File: src/cmrs_pkg.sv
// cmrs_pkg: shared constants for the message-object rtr / semaphore block.
// assumes a single 25 MHz system clock; no bus, everything on plain ports.
package cmrs_pkg;

   // ----------------------------------------------------------------
   // object control and frame info
   // ----------------------------------------------------------------
   localparam int        CTL_RTR_BIT     = 0;
   localparam int        LOCK_HI_BIT     = 5;
   localparam int        LOCK_LO_BIT     = 4;
   localparam logic [7:0] BYTE0_BUSY     = 8'h01;
   localparam logic [7:0] BYTE0_FRAG     = 8'h00;
   localparam logic [7:0] LOCK_MASK      = 8'h30;
   localparam logic [7:0] FRAG_SINGLE    = 8'h3F;

   // ----------------------------------------------------------------
   // protocol selection and fragment types
   // ----------------------------------------------------------------
   localparam logic [1:0] PROTO_CAN      = 2'h0;
   localparam logic [1:0] PROTO_DNET     = 2'h1;
   localparam logic [1:0] PROTO_COPEN    = 2'h2;
   localparam logic [1:0] PROTO_OSEK     = 2'h3;
   localparam logic [1:0] FRAG_FIRST     = 2'h0;
   localparam logic [1:0] FRAG_MIDDLE    = 2'h1;
   localparam logic [1:0] FRAG_LAST      = 2'h2;
   localparam logic [3:0] ACK_LOW_NIBBLE = 4'h0;

   // ----------------------------------------------------------------
   // reset values and sizes
   // ----------------------------------------------------------------
   localparam int        FIFO_DEPTH      = 4;
   localparam logic [7:0] BYTE0_RESET    = 8'h00;

   typedef enum logic [1:0]
   {
      CMRS_TX_IDLE = 2'b00,
      CMRS_TX_PRE  = 2'b01,
      CMRS_TX_SEND = 2'b10
   } cmrs_tx_state_t;

endpackage
File: src/cmrs_fifo.sv
// cmrs_fifo: small valid/ready fifo in the receive byte path.
// assumes both sides on clk_sys_in; synchronous active-low reset.
`timescale 1ns/1ps
module cmrs_fifo
#(
   parameter int WIDTH = 8,
   parameter int DEPTH = 4
)
(
   input  wire logic             clk_sys_in,
   input  wire logic             reset_n_in,
   input  wire logic [WIDTH-1:0] in_data_in,
   input  wire logic             in_valid_in,
   output      logic             in_ready_out,
   output      logic [WIDTH-1:0] out_data_out,
   output      logic             out_valid_out,
   input  wire logic             out_ready_in
);
   localparam int AW = (DEPTH > 1) ? $clog2(DEPTH) : 1;

   // refused at elaboration: the pointer arithmetic needs a power of two
   if (WIDTH < 1 || DEPTH < 2 || (DEPTH & (DEPTH - 1)) != 0)
   begin : g_bad_size
      $error("fifo width below 1 or depth not a power of two above 1");
   end

   typedef struct packed
   {
      logic [AW:0] wr;
      logic [AW:0] rd;
   } cmrs_fifo_st_t;

   cmrs_fifo_st_t    st_reg, st_next;
   logic [WIDTH-1:0] mem [DEPTH];
   logic             push, pop;

   assign in_ready_out  = (st_reg.wr - st_reg.rd) != (AW+1)'(DEPTH);
   assign out_valid_out = st_reg.wr != st_reg.rd;
   assign out_data_out  = mem[st_reg.rd[AW-1:0]];
   assign push = in_valid_in && in_ready_out;
   assign pop  = out_valid_out && out_ready_in;

   always_comb
   begin
      st_next = st_reg;
      if (push)
         st_next.wr = st_reg.wr + 1'b1;
      if (pop)
         st_next.rd = st_reg.rd + 1'b1;
   end

   always_ff @(posedge clk_sys_in)
   begin
      if (!reset_n_in)
         st_reg <= '0;
      else
         st_reg <= st_next;
      if (push)
         mem[st_reg.wr[AW-1:0]] <= in_data_in;
   end
endmodule // cmrs_fifo

File: src/cmrs_object.sv
// cmrs_object: one message object's rtr handling, object enable control,
// receive-buffer semaphore writes and fragment header decode.
// assumes the can core, pre-arbiter and memory arbiter are on clk_sys_in;
// buffer writes leave through a 4-deep fifo and may be stalled.
//
// Contract
// - rx rtr object accepts matching remote frame
// - accepted remote frame raises interrupt if enabled
// - tx rtr object sends rtr bit one
// - rtr sent: clear enable, interrupt if enabled
// - matching frame during pending rtr clears enable
// - lock bits sit at byte0 bits 5,4
// - start of frame writes 01h to byte0
// - end of frame writes info, bits 5,4 set
// - fragmented: 00h at start, count at end
// - dma never blocked by cpu reads
// - enable cleared in pre-arbitration drops message
// - enable clear ignored during transmission
// - devicenet fragment type 00/01/10, 3F single
// - canopen segment bit 0 marks last
// - auto ack byte low nibble 0000
// - protocol select 00 can,01 dnet,10 copen,11 osek
`timescale 1ns/1ps
module cmrs_object
(
   input  wire logic       clk_sys_in,
   input  wire logic       reset_n_in,
   // object configuration
   input  wire logic       obj_is_tx_in,
   input  wire logic [7:0] object_control_reg_in,
   input  wire logic       int_enable_in,
   input  wire logic       protocol_select_hi_in,
   input  wire logic       protocol_select_lo_in,
   input  wire logic       sw_set_enable_in,
   input  wire logic       sw_clear_enable_in,
   output      logic       object_enable_out,
   // pre-arbitration and can core
   input  wire logic       prearb_win_in,
   input  wire logic       tx_start_in,
   input  wire logic       tx_done_ok_in,
   input  wire logic       tx_lost_in,
   output      logic       tx_request_out,
   output      logic       tx_rtr_bit_out,
   input  wire logic       rx_id_match_in,
   input  wire logic       rx_is_remote_in,
   input  wire logic       rx_frame_start_in,
   input  wire logic       rx_frame_end_in,
   input  wire logic       rx_fragmented_in,
   input  wire logic [7:0] rx_frame_info_in,
   input  wire logic [7:0] rx_byte_count_in,
   input  wire logic [7:0] rx_first_data_in,
   output      logic       rx_accept_out,
   output      logic       complete_pulse_out,
   output      logic       complete_irq_out,
   // byte0 writes toward buffer memory
   output      logic [7:0] byte0_data_out,
   output      logic       byte0_valid_out,
   input  wire logic       byte0_ready_in,
   output      logic       byte0_stall_out,
   // fragment header decode
   output      logic       frag_first_out,
   output      logic       frag_middle_out,
   output      logic       frag_last_out,
   output      logic       frag_single_out,
   output      logic       copen_last_seg_out,
   output      logic [7:0] ack_byte1_out,
   input  wire logic [2:0] server_cmd_spec_in,
   input  wire logic       ack_toggle_in
);
   typedef struct packed
   {
      cmrs_pkg::cmrs_tx_state_t tx;
      logic                     en;
      logic                     done;
      logic                     irq;
      logic                     accept;
      logic                     ff_last;
      logic                     ff_single;
      logic                     ff_first;
      logic                     ff_mid;
      logic                     co_last;
      logic [7:0]               ack;
   } cmrs_obj_st_t;

   cmrs_obj_st_t st_reg, st_next;
   logic         rtr_mode;
   logic [1:0]   proto;
   logic [7:0]   f_data;
   logic         f_valid;
   logic         f_ready;

   assign rtr_mode = object_control_reg_in[cmrs_pkg::CTL_RTR_BIT];
   assign proto    = {protocol_select_hi_in, protocol_select_lo_in};

   // ----------------------------------------------------------------
   // byte0 write generation
   // ----------------------------------------------------------------
   // the write is offered regardless of any cpu activity on the buffer;
   // a dropped start write would hide the update from the cpu.
   always_comb
   begin
      f_data  = cmrs_pkg::BYTE0_RESET;
      f_valid = 1'b0;
      if (!obj_is_tx_in && st_reg.en && rx_id_match_in)
      begin
         if (rx_frame_start_in)
         begin
            f_valid = 1'b1;
            f_data  = rx_fragmented_in ? cmrs_pkg::BYTE0_FRAG
                                       : cmrs_pkg::BYTE0_BUSY;
         end
         // mask covers LOCK_HI_BIT and LOCK_LO_BIT
         else if (rx_frame_end_in)
         begin
            f_valid = 1'b1;
            f_data  = rx_fragmented_in ? rx_byte_count_in
                    : (rx_frame_info_in | cmrs_pkg::LOCK_MASK);
         end
      end
   end

   // no read-modify-write: byte0 is always replaced outright
   cmrs_fifo #(.WIDTH(8), .DEPTH(cmrs_pkg::FIFO_DEPTH)) u_fifo
   (
      .clk_sys_in    (clk_sys_in),
      .reset_n_in    (reset_n_in),
      .in_data_in    (f_data),
      .in_valid_in   (f_valid),
      .in_ready_out  (f_ready),
      .out_data_out  (byte0_data_out),
      .out_valid_out (byte0_valid_out),
      .out_ready_in  (byte0_ready_in)
   );
   // the core must hold the frame while the fifo is full
   assign byte0_stall_out = !f_ready;

   // ----------------------------------------------------------------
   // enable and transmit sequencing
   // ----------------------------------------------------------------
   always_comb
   begin
      st_next        = st_reg;
      st_next.done   = 1'b0;
      st_next.accept = 1'b0;
      if (sw_set_enable_in)
         st_next.en = 1'b1;
      // clear honoured only outside transmission
      if (sw_clear_enable_in && st_reg.tx != cmrs_pkg::CMRS_TX_SEND)
         st_next.en = 1'b0;
      case (st_reg.tx)
         cmrs_pkg::CMRS_TX_IDLE:
            if (obj_is_tx_in && st_reg.en)
               st_next.tx = cmrs_pkg::CMRS_TX_PRE;
         cmrs_pkg::CMRS_TX_PRE:
            if (!st_next.en)
               st_next.tx = cmrs_pkg::CMRS_TX_IDLE;
            else if (prearb_win_in && tx_start_in)
               st_next.tx = cmrs_pkg::CMRS_TX_SEND;
         cmrs_pkg::CMRS_TX_SEND:
            if (tx_done_ok_in)
            begin
               st_next.tx   = cmrs_pkg::CMRS_TX_IDLE;
               st_next.en   = 1'b0;
               st_next.done = 1'b1;
               st_next.irq  = int_enable_in;
            end
            else if (tx_lost_in)
               st_next.tx = cmrs_pkg::CMRS_TX_PRE;
         default:
            st_next.tx = cmrs_pkg::CMRS_TX_IDLE;
      endcase
      // a matching frame cancels a pending remote request silently
      if (obj_is_tx_in && rtr_mode && st_reg.en && rx_id_match_in
          && rx_frame_end_in && st_reg.tx != cmrs_pkg::CMRS_TX_IDLE)
      begin
         st_next.tx   = cmrs_pkg::CMRS_TX_IDLE;
         st_next.en   = 1'b0;
         st_next.done = 1'b0;
         st_next.irq  = 1'b0;
      end
      // receive side completion, remote frames only accepted in rtr mode
      if (!obj_is_tx_in && st_reg.en && rx_id_match_in && rx_frame_end_in
          && (!rx_is_remote_in || rtr_mode))
      begin
         st_next.accept = rx_is_remote_in;
         st_next.done   = 1'b1;
         st_next.irq    = int_enable_in;
      end
      else if (!st_next.done)
         st_next.irq = 1'b0;
      // fragment header decode, byte 1 of the frame
      st_next.ff_first  = proto == cmrs_pkg::PROTO_DNET
                          && rx_first_data_in[7:6] == cmrs_pkg::FRAG_FIRST;
      st_next.ff_mid    = proto == cmrs_pkg::PROTO_DNET
                          && rx_first_data_in[7:6] == cmrs_pkg::FRAG_MIDDLE;
      st_next.ff_last   = proto == cmrs_pkg::PROTO_DNET
                          && rx_first_data_in[7:6] == cmrs_pkg::FRAG_LAST;
      st_next.ff_single = proto == cmrs_pkg::PROTO_DNET
                          && rx_first_data_in == cmrs_pkg::FRAG_SINGLE;
      st_next.co_last   = proto == cmrs_pkg::PROTO_COPEN
                          && rx_first_data_in[0];
      st_next.ack       = {server_cmd_spec_in, ack_toggle_in,
                           cmrs_pkg::ACK_LOW_NIBBLE};
   end

   always_ff @(posedge clk_sys_in)
   begin
      if (!reset_n_in)
         st_reg <= '0;
      else
         st_reg <= st_next;
   end

   assign object_enable_out  = st_reg.en;
   assign tx_request_out     = st_reg.tx == cmrs_pkg::CMRS_TX_PRE;
   assign tx_rtr_bit_out     = st_reg.tx == cmrs_pkg::CMRS_TX_SEND
                               && rtr_mode;
   assign rx_accept_out      = st_reg.accept;
   assign complete_pulse_out = st_reg.done;
   assign complete_irq_out   = st_reg.irq;
   assign frag_first_out     = st_reg.ff_first;
   assign frag_middle_out    = st_reg.ff_mid;
   assign frag_last_out      = st_reg.ff_last;
   assign frag_single_out    = st_reg.ff_single;
   assign copen_last_seg_out = st_reg.co_last;
   assign ack_byte1_out      = st_reg.ack;
endmodule // cmrs_object

File: config.mk
export PLATFORM = sky130hd
export DESIGN_NAME = cmrs_object
export DESIGN_NICKNAME = d
export VERILOG_FILES = /design/src/cmrs_pkg.sv /design/src/cmrs_fifo.sv /design/src/cmrs_object.sv
export SDC_FILE = /design/constraint.sdc
export NUM_CORES = 1
export LEC_CHECK = 0
export ABC_AREA = 0
export BUFFER_PORTS_ARGS = -buffer_cell sky130_fd_sc_hd__buf_4
export CORE_UTILIZATION = 53
export DETAILED_ROUTE_END_ITERATION = 6
export GPL_TIMING_DRIVEN = 0
export PLACE_DENSITY = 0.85
export REMOVE_ABC_BUFFERS = 1
export SKIP_CTS_REPAIR_TIMING = 1
export SYNTH_ARGS = -nofsm -noshare
export SYNTH_HDL_FRONTEND = slang
export SYNTH_SLANG_ARGS = --single-unit
File: constraint.sdc
create_clock -name clk_sys_in -period 4.35 [get_ports clk_sys_in]
set_clock_uncertainty 0.05 [all_clocks]
set_input_delay 0.87 -clock clk_sys_in [delete_from_list [all_inputs] [get_ports clk_sys_in]]
set_output_delay 0.87 -clock clk_sys_in [all_outputs]
set_load 0.02 [all_outputs]
==> summary.md <==
| Metric | Value |
|---|---|
| Run status | `finished, final reports clean` |
| Type of the setup path with the least slack | `flip-flop to output port` |
| Synthesized area per cell | `13.3 um2` |
| Main area contributors after synthesis | `edfxtp_1, dfxtp_1, mux4_2` |
| Number of cells on the worst hold path | `2` |
| 1st-pass router iterations | `4` |
| Timing-limited maximum frequency | `0.378 GHz` |
| Wire length on met3 | `254 um` |
| Synth async-reset ratio | `0%` |
| Worst supply voltage drop on vdd | `0.210 mV` |
| Number of antenna-violating nets in the routed design | `0` |
| Initial core utilization | `57.3%` |
| Max Used Layer | `met4` |
| Total core area | `4140 um2` |
| Total area of multi-input combinational cells | `853 um2` |
| Rows | `23` |
| Fillcell total | `297` |
| WL met1 | `1710 um` |
| Number of H-tree branching levels | `2` |
| Drt wl/cell | `14.6 um` |
| Number of buffers inserted during clock tree synthesis | `5` |
| Share of cells above drive strength 1 | `36.3%` |
| Post-Syn Area | `2370 um2` |
| Clk Latency, worst-skew pair | `0.30 ns` |
| RSZ-0062 raised after global routing | `no` |
| Beginning of the critical path | `u_fifo.st_reg[3]` |
| Critical path data required time | `3.43 ns` |
| Placer congestion estimate | `0.782` |
| Worst-path clk slew | `0.09 ns` |
| Total chip power | `929 uW` |
| Wire length of the first global-routing pass | `6980 um` |
| Full die area | `4750 um2` |
| Placed standard-cell area | `2880 um2` |
| Crit share post-route | `60.8%` |
| Count of flip-flops with a built-in enable after synthesis | `32` |
| Setup tns final | `0 ns` |
| Pin count of the biggest net entering global routing | `20` |
| Min-delay src | `u_fifo.st_reg[5]` |
| Worst slew margin | `37.1%` |
| Post-DR vias/cell | `5.34` |
| Max_cap viols | `0` |
| Area share of the largest cell type after synthesis | `40.5%` |
| Final setup viols | `0` |
| All-Layer GR Usage | `20.8%` |
| Sink Count | `55` |
| Met2 wire length | `2290 um` |
| Reg-to-reg startpoint | `u_fifo.st_reg[1]` |
| Synthesized instance count | `179` |
| Post-layout util | `71.9%` |
| Clock Path Buffers | `2` |
| Final instance area | `2980 um2` |
| Floorplan die width | `68.9 um` |
| Most common flop cell mapped by yosys | `edfxtp_1` |
| HPWL after detailed placement | `3240 um` |
| Diodes inserted | `0` |
| Vias after detailed routing | `1574` |
| Clock period minus worst slack | `2.65 ns` |
| Arrival time of the worst setup path | `1.73 ns` |
| Sort of element at the end of the critical path | `output port` |
| CTS root buf | `clkbuf_8` |
| Number of cells on the worst reg-to-reg path | `6` |
| Static power due to leakage | `1.21 nW` |
| Final routed wirelength across all metal layers | `4300 um` |
| Largest fanout on the critical path | `4` |
| Number of violations reported at the end of detailed-routing iteration 0 | `134` |
| Final Max Tran Viols | `0` |
| Height of the chip | `68.9 um` |
| I/O pins | `83` |
| Actual slew at the worst max-slew pin | `0.944 ns` |
| Final global-route overflow total | `0` |
| Count of cell types in the netlist | `36` |
| Largest area contributor in the synthesized netlist | `edfxtp_1` |
| Post-layout nets | `305` |
| Total of flip-flops plus latches after synthesis | `55` |
| Drt drc | `0` |
| Power Dens Cells | `312 nW/um2` |
| Warning count from the yosys run | `0` |
| Launching element type of the critical path | `flip-flop` |
| Portion of the post-synthesis area used by sequential elements | `59.9%` |
| Via count of the first global-routing pass | `1566` |
| Area taken by flip-flops and latches | `1420 um2` |
| Layout-stage area growth over the synthesis result | `25.6%` |
| Count of buffers from port buffering | `69` |
| Number of failing hold endpoints at the final stage | `0` |
| CTS tree | `done` |
| HP Class | `flip-flop to flip-flop` |
| Flip-flop count of the largest register after layout | `32` |
| Antenna violations before repair | `0` |
-- cell usage after synthesis (5+ instances only) --
cell type  number
edfxtp_1       32
dfxtp_1        23
and2_1         12
mux2i_1         9
nor2_1          9
buf_4           8
mux4_2          8
nand2_1         8
ha_1            7
inv_1           7
nor2b_1         7
a21oi_1         5
o21ai_0         5
-- cells by family after synthesis --
family / share of synthesized area (%)
and+or+nand+nor: 13.2
muxes: 11.9
adders and majority gates: 3.69
other: 0.158
AOI/OAI and AO/OA: 5.06
DFF: 59.9
xor gates and xnor gates: 1.48
buffers and inverters: 4.64
-- layout make-up --
type                       instances  area share, %
clock buffer                       6           2.77
clock inverter                     2          0.546
inverter                           7          0.882
multi-input combinational        106           28.6
sequential                        55           47.7
tap                               50           2.10
timing repair buffer              69           17.4
-- through the flow --
stage          std cells  setup WS (ns)  hold WS, ns
5_1_grt              295           1.58        0.472
4_1_cts              295           1.63        0.442
2_1_floorplan        168           2.11        0.404
3_3_place_gp         287           1.67        0.420
6_report             295           1.70        0.443
3_5_place_dp         287           1.66        0.429
-- final timing paths --
check,end,slack (ns)
setup / recovery,byte0_valid_out,1.70
hold / removal,u_fifo.st_reg[5],0.44
setup reg to reg,u_fifo.mem[1][6],2.12
hold reg to reg,u_fifo.st_reg[5],0.44
-- critical path: stages (launching register included) --
cell     delay, ns
dfxtp_1       0.40
inv_1         0.11
ha_1          0.33
nand2_1       0.10
or2_2         0.31
buf_4         0.16
-- layout by cell type, fill, tap and decap left out, types with 7 or more instances in the layout --
master    Yosys  layout
dfxtp_1      23      23
nand2_1       8       8
edfxtp_1     32      32
buf_4         8      69
and2_1       12      12
ha_1          7       7
inv_1         7       7
nor2b_1       7       7
mux4_2        8       8
nor2_1        9       9
mux2i_1       9       9
-- where the power goes --
part           internal, mW  total, mW  switching (mW)  leakage [nW]
Combinational        0.0483     0.0862          0.0379         0.709
Sequential            0.549      0.553         0.00374         0.450
Clock                 0.130      0.290           0.160        0.0474
Total                 0.728      0.929           0.201          1.21
-- layer usage --
metal,vias to the layer above,track usage (%)
li1,759,-
met3,6,5.76
met1,736,22.7
met4,0,6.38
met5,-,0
met2,73,38.6
Power figures use the tool's default switching activity.
